===== src/cdsws_pkg.sv =====
// shared constants and types of the card-sense supply wake sequencer
`default_nettype none
package cdsws_pkg;
    // timing
    localparam int CLOCK_NS = 5;
    localparam int US_NS = 1000;
    localparam int US_CYCLES = US_NS / CLOCK_NS;
    localparam int LEAD_UNIT_US = 5;
    localparam int LAG_UNIT_US = 5;
    localparam int FIELD_UNIT_US = 8;
    localparam int TIMER_LATENCY = 2;
    localparam int TIMER_W = 16;

    // register addresses
    typedef logic [7:0] cdsws_addr_t;
    localparam cdsws_addr_t ADDR_SINGLE_DETECT = 8'h26;
    localparam cdsws_addr_t ADDR_DETECT_REFERENCE = 8'h34;
    localparam cdsws_addr_t ADDR_FIELD_ON_DURATION = 8'h36;
    localparam cdsws_addr_t ADDR_DETECT_THRESHOLD = 8'h37;
    localparam cdsws_addr_t ADDR_REF_OUT_CONTROL = 8'h38;
    localparam cdsws_addr_t ADDR_OUTPUT_LEAD = 8'h39;
    localparam cdsws_addr_t ADDR_OUTPUT_LAG = 8'h3a;
    localparam cdsws_addr_t ADDR_SENSE_COMMAND = 8'h40;
    localparam cdsws_addr_t ADDR_SENSE_STATUS = 8'h41;
    localparam cdsws_addr_t ADDR_IRQ_STATUS = 8'h42;
    localparam cdsws_addr_t ADDR_IRQ_MASK = 8'h43;
    localparam cdsws_addr_t ADDR_GAIN_CONTROL = 8'h44;

    // field layouts
    localparam int CTL_SEL_MSB = 1;
    localparam int CTL_WAKE1_FIELD = 2;
    localparam int CTL_WAKE2_DETECT = 3;
    localparam int CTL_WAKE1_STANDBY = 4;
    localparam int CTL_W = 5;
    localparam int GAIN_W = 10;
    localparam int GEAR_LSB = 10;
    localparam int GEAR_MSB = 13;
    localparam int REF_W = 14;
    localparam int CMD_START = 0;
    localparam int CMD_STOP = 1;
    localparam int IRQ_FOUND = 0;
    localparam int IRQ_ABORT = 1;
    localparam int IRQ_SINGLE_DONE = 2;
    localparam int IRQ_W = 3;
    localparam int SINGLE_FOUND = 0;
    localparam int SINGLE_DONE = 1;
    localparam int SINGLE_MEAS_LSB = 16;

    // reset values
    localparam logic [7:0] BYTE_RESET = 8'h00;
    localparam logic [REF_W-1:0] REF_RESET = 14'h0000;
    localparam logic [CTL_W-1:0] CTL_RESET = 5'h00;
    localparam logic [IRQ_W-1:0] IRQ_RESET = 3'h0;

    typedef enum logic [1:0] {
        REF_STORED = 2'b00,
        REF_MEASURE = 2'b01,
        REF_GAIN_CFG = 2'b10,
        REF_RESERVED = 2'b11
    } cdsws_refsel_e;

    typedef enum logic [2:0] {
        ST_IDLE = 3'b000,
        ST_STANDBY = 3'b001,
        ST_LEAD = 3'b010,
        ST_FIELD = 3'b011,
        ST_LAG = 3'b100,
        ST_DECIDE = 3'b101
    } cdsws_state_e;
endpackage
`default_nettype wire


===== src/cdsws_timer_if.sv =====
// request and completion signals between the sequencer and its microsecond timer
`timescale 1ns/1ps
`default_nettype none
interface cdsws_timer_if;
    logic start;
    logic [cdsws_pkg::TIMER_W-1:0] us;
    logic done;
    modport seq (output start, output us, input done);
    modport timer (input start, input us, output done);
endinterface
`default_nettype wire


===== src/cdsws_sequencer.sv =====
// low-power card sense cycle with wake outputs for the transmitter supply regulator
`timescale 1ns/1ps
`default_nettype none
module cdsws_sequencer #(
    parameter logic [15:0] STANDBY_US = 16'd100
) (
    // clock and reset
    input wire logic clock,
    input wire logic reset_n,
    // register port
    input wire logic [7:0] addr,
    input wire logic [31:0] wr_data,
    input wire logic wr_en,
    input wire logic rd_en,
    output logic [31:0] rd_data,
    // gain measurement, same clock
    input wire logic [9:0] gain_value,
    // pins
    input wire logic host_select_n,
    input wire logic rf_level_detect,
    // regulator wake, field and gain gear
    output logic wake_output_one,
    output logic wake_output_two,
    output logic rf_field_on,
    output logic [3:0] gain_gear,
    // interrupt
    output logic card_found_interrupt
);
    cdsws_timer_if tmr ();

    cdsws_delay_timer u_timer (
        .clock(clock),
        .reset_n(reset_n),
        .tmr(tmr)
    );

    cdsws_pkg::cdsws_state_e state_q;
    logic [cdsws_pkg::REF_W-1:0] reference_q;
    logic [cdsws_pkg::REF_W-1:0] gain_cfg_q;
    logic [7:0] field_q;
    logic [7:0] threshold_q;
    logic [cdsws_pkg::CTL_W-1:0] ctl_q;
    logic [7:0] lead_q;
    logic [7:0] lag_q;
    logic [cdsws_pkg::IRQ_W-1:0] irq_mask_q;
    logic [cdsws_pkg::IRQ_W-1:0] irq_status_q;
    logic irq_q;
    logic [31:0] rd_data_q;
    logic tmr_start_q;
    logic [15:0] tmr_us_q;
    logic wake1_q;
    logic wake2_q;
    logic rf_q;
    logic single_q;
    logic [9:0] meas_q;
    logic [9:0] meas_ref_q;
    logic meas_ref_valid_q;
    logic single_found_q;
    logic single_done_q;
    logic [3:0] gear_q;
    logic ev_found_q;
    logic ev_abort_q;
    logic ev_single_q;
    logic [1:0] sync1_q;
    logic [1:0] sync2_q;
    logic [1:0] sync3_q;
    logic [1:0] pin_q;

    logic [1:0] sel;
    logic wake1_en;
    logic start_loop;
    logic start_single;
    logic stop_req;
    logic tmr_done;
    logic [15:0] lead_us;
    logic [15:0] lag_us;
    logic [15:0] field_us;
    logic [9:0] ref_gain;
    logic ref_ok;
    logic [9:0] diff;
    logic hit;

    assign sel = ctl_q[cdsws_pkg::CTL_SEL_MSB:0];
    assign wake1_en = ctl_q[cdsws_pkg::CTL_WAKE1_FIELD] | ctl_q[cdsws_pkg::CTL_WAKE1_STANDBY];
    assign start_loop = wr_en && addr == cdsws_pkg::ADDR_SENSE_COMMAND
        && wr_data[cdsws_pkg::CMD_START];
    assign start_single = wr_en && addr == cdsws_pkg::ADDR_SINGLE_DETECT;
    // host select and outside field end the loop just like a software stop
    assign stop_req = (wr_en && addr == cdsws_pkg::ADDR_SENSE_COMMAND
        && wr_data[cdsws_pkg::CMD_STOP]) | pin_q[1] | pin_q[0];
    // a done that overlaps a fresh start belongs to the cancelled run
    assign tmr_done = tmr.done && !tmr_start_q;
    assign tmr.start = tmr_start_q;
    assign tmr.us = tmr_us_q;
    assign lead_us = 16'(lead_q) * 16'(cdsws_pkg::LEAD_UNIT_US);
    assign lag_us = 16'(lag_q) * 16'(cdsws_pkg::LAG_UNIT_US);
    assign field_us = 16'(field_q) * 16'(cdsws_pkg::FIELD_UNIT_US);

    // reference source; the reserved code never reports a card
    always_comb
    begin
        ref_gain = reference_q[cdsws_pkg::GAIN_W-1:0];
        ref_ok = 1'b1;
        unique case (sel)
            cdsws_pkg::REF_STORED: ref_gain = reference_q[cdsws_pkg::GAIN_W-1:0];
            cdsws_pkg::REF_MEASURE:
            begin
                ref_gain = meas_ref_q;
                ref_ok = meas_ref_valid_q;
            end
            cdsws_pkg::REF_GAIN_CFG: ref_gain = gain_cfg_q[cdsws_pkg::GAIN_W-1:0];
            cdsws_pkg::REF_RESERVED: ref_ok = 1'b0;
        endcase
    end

    assign diff = (ref_gain > meas_q) ? ref_gain - meas_q : meas_q - ref_gain;
    assign hit = ref_ok && diff > {2'h0, threshold_q};

    // pins pass three flops; a change counts once the last two agree
    always_ff @(posedge clock or negedge reset_n)
    begin
        if (!reset_n)
        begin
            sync1_q <= 2'h0;
            sync2_q <= 2'h0;
            sync3_q <= 2'h0;
            pin_q <= 2'h0;
        end
        else
        begin
            sync1_q <= {~host_select_n, rf_level_detect};
            sync2_q <= sync1_q;
            sync3_q <= sync2_q;
            pin_q <= (sync2_q & sync3_q) | (pin_q & (sync2_q | sync3_q));
        end
    end

    // card sense sequence
    always_ff @(posedge clock or negedge reset_n)
    begin
        if (!reset_n)
        begin
            state_q <= cdsws_pkg::ST_IDLE;
            tmr_start_q <= 1'b0;
            tmr_us_q <= 16'h0000;
            wake1_q <= 1'b0;
            rf_q <= 1'b0;
            single_q <= 1'b0;
            meas_q <= 10'h000;
            ev_found_q <= 1'b0;
            ev_abort_q <= 1'b0;
            ev_single_q <= 1'b0;
        end
        else
        begin
            tmr_start_q <= 1'b0;
            ev_found_q <= 1'b0;
            ev_abort_q <= 1'b0;
            ev_single_q <= 1'b0;
            if (state_q != cdsws_pkg::ST_IDLE && stop_req)
            begin
                state_q <= cdsws_pkg::ST_IDLE;
                rf_q <= 1'b0;
                wake1_q <= 1'b0;
                ev_abort_q <= 1'b1;
            end
            else
            begin
                unique case (state_q)
                    cdsws_pkg::ST_IDLE:
                        if (start_single && !stop_req)
                        begin
                            single_q <= 1'b1;
                            state_q <= wake1_en ? cdsws_pkg::ST_LEAD : cdsws_pkg::ST_FIELD;
                            wake1_q <= wake1_en;
                            rf_q <= !wake1_en;
                            tmr_us_q <= wake1_en ? lead_us : field_us;
                            tmr_start_q <= 1'b1;
                        end
                        else if (start_loop && !stop_req)
                        begin
                            single_q <= 1'b0;
                            state_q <= cdsws_pkg::ST_STANDBY;
                            tmr_us_q <= STANDBY_US;
                            tmr_start_q <= 1'b1;
                        end
                    cdsws_pkg::ST_STANDBY:
                        if (tmr_done)
                        begin
                            state_q <= wake1_en ? cdsws_pkg::ST_LEAD : cdsws_pkg::ST_FIELD;
                            wake1_q <= wake1_en;
                            rf_q <= !wake1_en;
                            tmr_us_q <= wake1_en ? lead_us : field_us;
                            tmr_start_q <= 1'b1;
                        end
                    cdsws_pkg::ST_LEAD:
                        if (tmr_done)
                        begin
                            state_q <= cdsws_pkg::ST_FIELD;
                            rf_q <= 1'b1;
                            tmr_us_q <= field_us;
                            tmr_start_q <= 1'b1;
                        end
                    cdsws_pkg::ST_FIELD:
                        if (tmr_done)
                        begin
                            rf_q <= 1'b0;
                            meas_q <= gain_value;
                            state_q <= wake1_q ? cdsws_pkg::ST_LAG : cdsws_pkg::ST_DECIDE;
                            tmr_us_q <= lag_us;
                            tmr_start_q <= wake1_q;
                        end
                    cdsws_pkg::ST_LAG:
                        if (tmr_done)
                        begin
                            wake1_q <= 1'b0;
                            state_q <= cdsws_pkg::ST_DECIDE;
                        end
                    cdsws_pkg::ST_DECIDE:
                    begin
                        wake1_q <= 1'b0;
                        ev_found_q <= hit;
                        ev_single_q <= single_q;
                        if (hit || single_q)
                        begin
                            state_q <= cdsws_pkg::ST_IDLE;
                        end
                        else
                        begin
                            state_q <= cdsws_pkg::ST_STANDBY;
                            tmr_us_q <= STANDBY_US;
                            tmr_start_q <= 1'b1;
                        end
                    end
                    default: state_q <= cdsws_pkg::ST_IDLE;
                endcase
            end
        end
    end

    // measured reference, taken once per start, and detection results
    always_ff @(posedge clock or negedge reset_n)
    begin
        if (!reset_n)
        begin
            meas_ref_q <= 10'h000;
            meas_ref_valid_q <= 1'b0;
            wake2_q <= 1'b0;
            single_found_q <= 1'b0;
            single_done_q <= 1'b0;
            gear_q <= 4'h0;
        end
        else
        begin
            gear_q <= (sel == cdsws_pkg::REF_GAIN_CFG)
                ? gain_cfg_q[cdsws_pkg::GEAR_MSB:cdsws_pkg::GEAR_LSB]
                : reference_q[cdsws_pkg::GEAR_MSB:cdsws_pkg::GEAR_LSB];
            if (state_q == cdsws_pkg::ST_IDLE && (start_loop || start_single) && !stop_req)
            begin
                meas_ref_valid_q <= 1'b0;
                wake2_q <= 1'b0;
                single_found_q <= 1'b0;
                single_done_q <= 1'b0;
            end
            else if (state_q == cdsws_pkg::ST_DECIDE && !stop_req)
            begin
                if (sel == cdsws_pkg::REF_MEASURE && !meas_ref_valid_q)
                begin
                    meas_ref_q <= meas_q;
                    meas_ref_valid_q <= 1'b1;
                end
                if (hit && ctl_q[cdsws_pkg::CTL_WAKE2_DETECT])
                begin
                    wake2_q <= 1'b1;
                end
                if (single_q)
                begin
                    single_found_q <= hit;
                    single_done_q <= 1'b1;
                end
            end
        end
    end

    // configuration writes
    always_ff @(posedge clock or negedge reset_n)
    begin
        if (!reset_n)
        begin
            reference_q <= cdsws_pkg::REF_RESET;
            gain_cfg_q <= cdsws_pkg::REF_RESET;
            field_q <= cdsws_pkg::BYTE_RESET;
            threshold_q <= cdsws_pkg::BYTE_RESET;
            ctl_q <= cdsws_pkg::CTL_RESET;
            lead_q <= cdsws_pkg::BYTE_RESET;
            lag_q <= cdsws_pkg::BYTE_RESET;
            irq_mask_q <= cdsws_pkg::IRQ_RESET;
        end
        else if (wr_en)
        begin
            unique case (addr)
                cdsws_pkg::ADDR_DETECT_REFERENCE: reference_q <= wr_data[cdsws_pkg::REF_W-1:0];
                cdsws_pkg::ADDR_GAIN_CONTROL: gain_cfg_q <= wr_data[cdsws_pkg::REF_W-1:0];
                cdsws_pkg::ADDR_FIELD_ON_DURATION: field_q <= wr_data[7:0];
                cdsws_pkg::ADDR_DETECT_THRESHOLD: threshold_q <= wr_data[7:0];
                cdsws_pkg::ADDR_REF_OUT_CONTROL: ctl_q <= wr_data[cdsws_pkg::CTL_W-1:0];
                cdsws_pkg::ADDR_OUTPUT_LEAD: lead_q <= wr_data[7:0];
                cdsws_pkg::ADDR_OUTPUT_LAG: lag_q <= wr_data[7:0];
                cdsws_pkg::ADDR_IRQ_MASK: irq_mask_q <= wr_data[cdsws_pkg::IRQ_W-1:0];
                default: ;
            endcase
        end
    end

    // sticky events; a read clears, an event in the same cycle survives
    always_ff @(posedge clock or negedge reset_n)
    begin
        if (!reset_n)
        begin
            irq_status_q <= cdsws_pkg::IRQ_RESET;
            irq_q <= 1'b0;
        end
        else
        begin
            irq_status_q <= ((rd_en && addr == cdsws_pkg::ADDR_IRQ_STATUS)
                ? cdsws_pkg::IRQ_RESET : irq_status_q) | {ev_single_q, ev_abort_q, ev_found_q};
            irq_q <= |(irq_status_q & irq_mask_q);
        end
    end

    always_ff @(posedge clock or negedge reset_n)
    begin
        if (!reset_n)
        begin
            rd_data_q <= 32'h0000_0000;
        end
        else if (rd_en)
        begin
            unique case (addr)
                cdsws_pkg::ADDR_SINGLE_DETECT: rd_data_q <= {6'h00, meas_q, 14'h0000,
                    single_done_q, single_found_q};
                cdsws_pkg::ADDR_DETECT_REFERENCE: rd_data_q <= 32'(reference_q);
                cdsws_pkg::ADDR_GAIN_CONTROL: rd_data_q <= 32'(gain_cfg_q);
                cdsws_pkg::ADDR_FIELD_ON_DURATION: rd_data_q <= 32'(field_q);
                cdsws_pkg::ADDR_DETECT_THRESHOLD: rd_data_q <= 32'(threshold_q);
                cdsws_pkg::ADDR_REF_OUT_CONTROL: rd_data_q <= 32'(ctl_q);
                cdsws_pkg::ADDR_OUTPUT_LEAD: rd_data_q <= 32'(lead_q);
                cdsws_pkg::ADDR_OUTPUT_LAG: rd_data_q <= 32'(lag_q);
                cdsws_pkg::ADDR_SENSE_STATUS: rd_data_q <= 32'({wake2_q, wake1_q, rf_q, state_q});
                cdsws_pkg::ADDR_IRQ_STATUS: rd_data_q <= 32'(irq_status_q);
                cdsws_pkg::ADDR_IRQ_MASK: rd_data_q <= 32'(irq_mask_q);
                default: rd_data_q <= 32'h0000_0000;
            endcase
        end
        else
        begin
            rd_data_q <= 32'h0000_0000;
        end
    end

    assign rd_data = rd_data_q;
    assign wake_output_one = wake1_q;
    assign wake_output_two = wake2_q;
    assign rf_field_on = rf_q;
    assign gain_gear = gear_q;
    assign card_found_interrupt = irq_q;

    // checking helpers
    logic [31:0] lead_cnt_q;
    always_ff @(posedge clock or negedge reset_n)
    begin
        if (!reset_n)
            lead_cnt_q <= 32'h0000_0000;
        else
            lead_cnt_q <= (state_q == cdsws_pkg::ST_LEAD) ? lead_cnt_q + 32'h0000_0001 : 32'h0000_0000;
    end
endmodule
`default_nettype wire


===== src/cdsws_delay_timer.sv =====
// microsecond delay timer with a divided tick enable
`timescale 1ns/1ps
`default_nettype none
module cdsws_delay_timer (
    // clock and reset
    input wire logic clock,
    input wire logic reset_n,
    // request
    cdsws_timer_if.timer tmr
);
    logic [7:0] div_q;
    logic [cdsws_pkg::TIMER_W-1:0] rem_q;
    logic busy_q;
    logic done_q;
    logic tick;

    // tick enable once per microsecond, phase restarted by each request
    assign tick = (div_q == 8'(cdsws_pkg::US_CYCLES - 1));

    always_ff @(posedge clock or negedge reset_n)
    begin
        if (!reset_n)
        begin
            div_q <= 8'h00;
            rem_q <= 16'h0000;
            busy_q <= 1'b0;
            done_q <= 1'b0;
        end
        else if (tmr.start)
        begin
            // a new request cancels any run in progress
            div_q <= 8'h00;
            rem_q <= tmr.us;
            busy_q <= (tmr.us != 16'h0000);
            done_q <= (tmr.us == 16'h0000);
        end
        else if (busy_q)
        begin
            done_q <= 1'b0;
            if (tick)
            begin
                div_q <= 8'h00;
                rem_q <= rem_q - 16'h0001;
                if (rem_q == 16'h0001)
                begin
                    busy_q <= 1'b0;
                    done_q <= 1'b1;
                end
            end
            else
            begin
                div_q <= div_q + 8'h01;
            end
        end
        else
        begin
            done_q <= 1'b0;
        end
    end

    assign tmr.done = done_q;
endmodule
`default_nettype wire


===== config.mk =====
export PLATFORM = sky130hd
export DESIGN_NAME = cdsws_sequencer
export DESIGN_NICKNAME = d
export VERILOG_FILES = /design/src/cdsws_pkg.sv /design/src/cdsws_timer_if.sv /design/src/cdsws_sequencer.sv /design/src/cdsws_delay_timer.sv
export SDC_FILE = /design/constraint.sdc
export NUM_CORES = 1
export LEC_CHECK = 0
export ABC_AREA = 1
export BUFFER_PORTS_ARGS = -buffer_cell sky130_fd_sc_hd__buf_4
export CAP_MARGIN = 30
export CORE_ASPECT_RATIO = 0.75
export CORE_MARGIN = 2
export CORE_UTILIZATION = 50
export CTS_BUF_LIST = sky130_fd_sc_hd__clkbuf_2 sky130_fd_sc_hd__clkbuf_4 sky130_fd_sc_hd__clkbuf_8
export DETAILED_ROUTE_END_ITERATION = 10
export PLACE_DENSITY = 0.75
export SYNTH_ARGS = -nofsm -noshare
export SYNTH_HDL_FRONTEND = slang
export SYNTH_SLANG_ARGS = --single-unit
export TNS_END_PERCENT = 5

===== constraint.sdc =====
create_clock -name clock -period 8.3 [get_ports clock]
set_clock_uncertainty 0.2 [all_clocks]
set_input_delay 1.66 -clock clock [delete_from_list [all_inputs] [get_ports clock]]
set_output_delay 1.66 -clock clock [all_outputs]
set_load 0.005 [all_outputs]

==> results of run 1 <==
[cell families after synthesis]
family	Yosys count	share of synthesized area, %
other	1	0.0366
AO/OA/AOI/OAI	273	15.8
AND/OR/NAND/NOR	495	20.7
XOR/XNOR	14	1.20
buffers and inverters	220	8.58
flip-flops	179	43.7
multiplexers	18	1.93
adder cells (fa/ha/maj)	64	8.06
[report_power, final]
| part | switching [mW] | internal (mW) |
|---|---|---|
| registers | 0.0611 | 0.931 |
| logic | 0.436 | 0.235 |
| clock network | 0.399 | 0.268 |
[registers in the layout, indices dropped and copies added, names as in the netlist, 10 cells and up]
register and count:
reference_q 14, u_timer.rem_q 16, gain_cfg_q 14, meas_ref_q 10, meas_q 10, tmr.us 11, rd_data 24
[area by class of cell]
class | count | area [um^2]
clock buffer | 17 | 234
clock inverter | 15 | 218
fill | 1858 | 8740
inverter | 183 | 689
multi-input combinational | 872 | 4910
sequential | 179 | 4480
tap | 258 | 323
timing repair buffer | 72 | 564
[worst min-delay path by stage]
| stage | from | endpoint |
|---|---|---|
| global placement | sync1_q[1]$_DFF_PN0_ | sync2_q[1]$_DFF_PN0_ |
| floorplan | sync1_q[0]$_DFF_PN0_ | sync2_q[0]$_DFF_PN0_ |
| global route | sync1_q[0]$_DFF_PN0_ | sync2_q[0]$_DFF_PN0_ |
| CTS | sync1_q[0]$_DFF_PN0_ | sync2_q[0]$_DFF_PN0_ |
| finish | sync1_q[0]$_DFF_PN0_ | sync2_q[0]$_DFF_PN0_ |
| detailed placement | sync1_q[0]$_DFF_PN0_ | sync2_q[0]$_DFF_PN0_ |
[through the flow]
| step | hold slack (ns) | setup WS, ns |
|---|---|---|
| after floorplan | 0.131 | 3.88 |
| after global placement | 0.134 | 2.93 |
| after detailed placement | 0.136 | 2.84 |
| after CTS | 0.160 | 2.79 |
| after global routing | 0.168 | 2.25 |
| final | 0.157 | 2.73 |
[layout by cell type, fill, tap and decap left out, drive strengths merged, types with 2 or more instances in the layout]
| cell type | n |
|---|---|
| o311ai | 3 |
| a31oi | 4 |
| a221oi | 15 |
| maj3 | 2 |
| nand4 | 11 |
| xnor2 | 8 |
| a22o | 3 |
| clkinv | 7 |
| o211ai | 12 |
| o21bai | 4 |
| nand2 | 311 |
| buf | 72 |
| dfrtp | 179 |
| inv | 190 |
| o31ai | 2 |
| a22oi | 4 |
| o21ai | 140 |
| nor2 | 108 |
| or2 | 4 |
| mux2 | 14 |
| nor3 | 12 |
| a21oi | 55 |
| clkbuf | 17 |
| a221o | 10 |
| o22ai | 9 |
| mux2i | 4 |
| nor4 | 3 |
| nand3 | 45 |
| conb | 8 |
| a211oi | 6 |
| xor2 | 6 |
| ha | 58 |
| fa | 4 |
[metal layers]
| layer | share of wire [%] | track usage (%) | up-vias |
|---|---|---|---|
| li1 | - | - | 4263 |
| met1 | 48 | 39.9 | 4283 |
| met2 | 42 | 37.5 | 370 |
| met3 | 9.0 | 6.05 | 25 |
| met4 | 1.0 | 5.93 | 0 |
| met5 | 0 | 0 | - |
==> flow_metrics.py, run 1 <==
metrics = {
    "setup_path": {
        "crit_type": "reg2reg",
        "critPathCaptureType": "flip-flop",
        "worstPathArrival_ns": 5.76,
        "crit_path_start_kind": "flip-flop",
        "cp.required_ns": 8.50,
        "slowest_delay_ns": 0.52,
        "cp_num_cells": 35,
        "crit_buf_inv": 7,
        "path_delay_family": "simple AND/OR/NAND/NOR gates",
        "r2r_slack_ns": 2.73,
        "crit_path_top_delay_cell": "ha_1",
        "reg2reg_to": "tmr.us[0]$_DFFE_PN0P_",
        "setup.worst_path.end": "tmr.us[0]$_DFFE_PN0P_",
        "timing.rr.start": "ctl_q[0]$_DFFE_PN0P_",
        "r2r_cells": 35,
        "critical_path.most_common_cell": "nand2_1",
        "worstPathMaxFanout": 12,
        "cp-startpoint": "ctl_q[0]$_DFFE_PN0P_",
    },
    "clock_tree": {
        "cts-root-buf": "clkbuf_8",
        "cts_tree": "done",
        "cts_buffers": 17,
        "cts.clk_slew.worst_paths_ns": 0.12,
        "clk_latency_ns": 0.49,
        "postCtsSetupRepairBufs": 0,
        "h-tree-depth": 4,
        "cts_resized": 0,
        "clockBufferDepth": 2,
        "cts.sinks": 179,
        "cts.hold.buffers_added": 0,
    },
    "power": {
        "p_leak_nw": 5.90,
        "vdd_drop_max_mv": 0.119,
        "finalPower_mw": 2.33,
        "power_density_nw_per_um2": 204,
    },
    "yosys": {
        "yosys-top-cells-count": "287 x nand2_1, 179 x dfrtp_1, 179 x inv_1",
        "synthesis.area_um2": 10200,
        "ys_seq_area_share_pct": 43.7,
        "ys_seq_elements": 179,
        "syn_inst": 1264,
        "yosys_warnings": 0,
        "yosysUniqueCellTypes": 57,
        "syn_area_per_cell_um2": 8.10,
        "synth_ff_type": "dfrtp_1",
        "synth_edf_count": 0,
        "synth_most_common_cell": "nand2_1",
        "synthArstFlopShare_pct": 100,
        "yosys.area.top_type": "dfrtp_1",
        "yosysTopAreaCellShare_pct": 43.7,
        "synthTopCellsByArea": "dfrtp_1 44%, nand2_1 11%, ha_1 7.1%",
    },
    "placement": {
        "place_area_um2": 11000,
        "port_buffers": 69,
        "dp.cells": 1564,
        "routabilityCongestion": 0.921,
        "dpl.hpwl_um": 20000,
    },
    "routing": {
        "drc_errors": 0,
        "wirelength_um": 26900,
        "drtIter0Drc": 971,
        "vias": 8941,
        "wl_per_cell_um": 16.9,
        "routed_via_density": 5.60,
        "detail-route-antenna-nets": 0,
        "drtPass1Iterations": 6,
    },
    "final_layout": {
        "postLayoutCoreUtil_pct": 56.6,
        "fin_area_um2": 11400,
        "layout.cells.non_filler": 1596,
        "drive_gt1_share_pct": 12.3,
        "nNetsFinal": 1443,
        "diodes": 0,
        "area_growth_pct": 11.5,
    },
    "global_routing": {
        "antenna_found_initial": 0,
        "grt_max_degree": 103,
        "grt_pass1_wl_um": 44000,
        "track_usage_pct": 26.1,
        "grt_pass1_vias": 8326,
        "grt_overflow": 0,
    },
    "timing": {
        "fin_crit_ns": 5.57,
        "tns_ns": 0,
        "fin_crit_sh_pct": 67.1,
        "fmax_ghz": 0.180,
        "rsz0062_at_grt": "no",
        "finalSetupViolCount": 0,
        "slew_viol_final": 0,
        "finalHoldViolations": 0,
        "max-slew-margin-rel_pct": 39.9,
        "worst_pin_slew_ns": 0.901,
    },
    "floorplan": {
        "rows": 45,
        "dieArea_um2": 21700,
        "core_area_um2": 20200,
        "die_w_um": 169,
        "io_pins": 96,
        "die_h_um": 128,
        "start_util_pct": 50.8,
    },
    "job": {
        "drv_cap": 0,
    },
    "hold_path": {
        "hold_path.class": "reg2reg",
        "hold_depth": 0,
    },
    "run_status": {
        "status": "finished clean",
    },
}
Power figures use the tool's default switching activity.
==> run 2: changes to the inputs <==
==> constraint.sdc (replaced) <==
create_clock -name clock -period 5.39 [get_ports clock]
set_clock_uncertainty 0.2 [all_clocks]
set_input_delay 1.078 -clock clock [delete_from_list [all_inputs] [get_ports clock]]
set_output_delay 1.078 -clock clock [all_outputs]
set_load 0.005 [all_outputs]
==> run 2 against run 1 <==
Net effect:
- core utilization is 0.24 points higher
- sequential power is 54% higher
- cell count is 0.31% higher
- combinational power up 55%
- fmax up 9.6%
- die area is the same
- global-route usage hardly changed
- critical path depth up 1
- via count rose by 1.0%
- clock power rose by 45%
- critical path type unchanged
==> flow_metrics.py, run 2 (synthesis gave the netlist of run 1 again) <==
metrics = {
    "clock_tree": {
        "cts_buffers": 17,
        "clk_latency_ns": 0.48,
        "cts_resized": 0,
        "cts.sinks": 179,
        "postCtsSetupRepairBufs": 0,
        "h-tree-depth": 4,
        "cts_tree": "done",
        "cts.hold.buffers_added": 0,
        "clockBufferDepth": 2,
        "cts.clk_slew.worst_paths_ns": 0.11,
        "cts-root-buf": "clkbuf_8",
    },
    "floorplan": {
        "rows": 45,
        "core_area_um2": 20200,
        "io_pins": 96,
        "start_util_pct": 50.8,
        "die_h_um": 128,
        "die_w_um": 169,
        "dieArea_um2": 21700,
    },
    "global_routing": {
        "track_usage_pct": 26.0,
        "grt_max_degree": 70,
        "grt_overflow": 0,
        "grt_pass1_vias": 8455,
        "grt_pass1_wl_um": 44100,
        "antenna_found_initial": 0,
    },
    "setup_path": {
        "cp.required_ns": 5.61,
        "crit_path_top_delay_cell": "dfrtp_2",
        "crit_type": "reg2reg",
        "critPathCaptureType": "flip-flop",
        "crit_path_start_kind": "flip-flop",
        "timing.rr.start": "ctl_q[0]$_DFFE_PN0P_",
        "cp-startpoint": "ctl_q[0]$_DFFE_PN0P_",
        "critical_path.most_common_cell": "nand2_1",
        "r2r_slack_ns": 0.31,
        "worstPathArrival_ns": 5.31,
        "reg2reg_to": "tmr.us[9]$_DFFE_PN0P_",
        "worstPathMaxFanout": 11,
        "slowest_delay_ns": 0.47,
        "r2r_cells": 36,
    },
    "power": {
        "clkPwrFrac_pct": 27.3,
        "pwr-share-comb_pct": 29.5,
        "p_sw_mw": 1.38,
        "seqPwrFrac_pct": 43.2,
        "switching_share_pct": 38.8,
        "vdd_drop_max_mv": 0.143,
        "p_leak_nw": 5.91,
        "power_density_nw_per_um2": 309,
        "cellInternalPower_mw": 2.17,
    },
    "placement": {
        "port_buffers": 69,
        "dpl.hpwl_um": 20600,
        "routabilityCongestion": 0.935,
        "place_ws_ns": 0.329,
    },
    "routing": {
        "drtPass1Iterations": 6,
        "drc_errors": 0,
        "wirelength_um": 27300,
        "dr_wl_met3_um": 2490,
        "wl_per_cell_um": 17.0,
        "detail-route-antenna-nets": 0,
        "met2_length_um": 11300,
        "vias": 9031,
        "routed_via_density": 5.64,
        "drtIter0Drc": 942,
        "routedLengthMet1_um": 13000,
        "highest_layer": "met4",
    },
    "timing": {
        "finalSetupViolCount": 0,
        "max-slew-margin-rel_pct": 41.7,
        "finalHoldViolations": 0,
        "rsz0062_at_grt": "no",
        "tns_ns": 0,
        "fin_crit_ns": 5.08,
        "fmax_ghz": 0.197,
        "fin_hold_ws_ns": 0.159,
        "worst_pin_slew_ns": 0.872,
        "fin_crit_sh_pct": 94.3,
        "setup_slack_ns": 0.309,
        "slew_viol_final": 0,
    },
    "final_layout": {
        "multiInputGateArea_um2": 4930,
        "nNetsFinal": 1448,
        "diodes": 0,
        "final_cell_mix": "287 x nand2_1, 179 x inv_1, 178 x dfrtp_1, 135 x o21ai_0, 99 x nor2_1",
        "postLayoutCoreUtil_pct": 56.9,
        "largest_reg_flops": 24,
        "area_growth_pct": 11.9,
        "final_common_cell": "nand2_1",
        "regArea_um2": 4480,
        "drive_gt1_share_pct": 13.0,
        "fillers": 1785,
    },
    "hold_path": {
        "hp-start": "sync1_q[0]$_DFF_PN0_",
        "hold_path.class": "reg2reg",
        "hold_depth": 0,
        "hold_path_end": "sync2_q[0]$_DFF_PN0_",
    },
    "job": {
        "drv_cap": 0,
    },
    "run_status": {
        "status": "finished clean",
    },
}
run 2: cell count changes in the layout (fill, tap and decap cells not counted), sizes merged:
cell      change
inv           -2
buf           +5
bufinv        -1
clkinvlp      +2
clkinv        +1
run 2: per-layer routing:
metal	GRT usage, %	up-vias
met3	6.30	39
met1	40.2	4324
met2	36.9	376
met5	0	-
li1	-	4292
met4	6.08	0
run 2: through the flow:
stage                     std cells  total power [mW]  area [um^2]
after detailed placement       1569              2.57        11000
after floorplan                1271              2.28        10300
after global placement         1568              2.54        11000
after global routing           1601              3.77        11500
after CTS                      1601              3.53        11400
final                          1601              3.54        11500
run 2: worst max-delay path, delay by kind of cell (launching register included):
| family | cells | cell delay [ns] |
|---|---|---|
| AND/OR/NAND/NOR | 19 | 1.54 |
| adder cells (fa/ha/maj) | 3 | 1.01 |
| AO/OA/AOI/OAI | 6 | 0.89 |
| buffers and inverters | 7 | 0.73 |
| flip-flops | 1 | 0.47 |
| XOR/XNOR | 1 | 0.19 |
run 2: cell type report:
class                           count  area share (%)
Multi-Input combinational cell    872            43.0
Timing Repair Buffer               77            5.36
Clock inverter                     15            1.71
Tap cell                          258            2.82
Inverter                          183            6.01
Clock buffer                       17            2.04
Sequential cell                   179            39.1
run 2: worst max-delay path by stage:
stage                             endpoint  slack, ns  cells past startpoint
floorplan            tmr.us[7]$_DFFE_PN0P_       0.97                     35
global placement     tmr.us[0]$_DFFE_PN0P_       0.45                     36
detailed placement   tmr.us[0]$_DFFE_PN0P_       0.33                     36
CTS                 tmr.us[10]$_DFFE_PN0P_       0.27                     36
global route        tmr.us[10]$_DFFE_PN0P_      0.006                     36
finish               tmr.us[9]$_DFFE_PN0P_       0.31                     36
run 2: power groups by stage:
stage,sequential [mW],clock [mW],combinational [mW]
2_1_floorplan,1.52,0,0.765
3_3_place_gp,1.55,0,0.990
3_5_place_dp,1.55,0,1.01
4_1_cts,1.53,0.979,1.02
5_1_grt,1.54,1.04,1.19
6_report,1.53,0.968,1.04
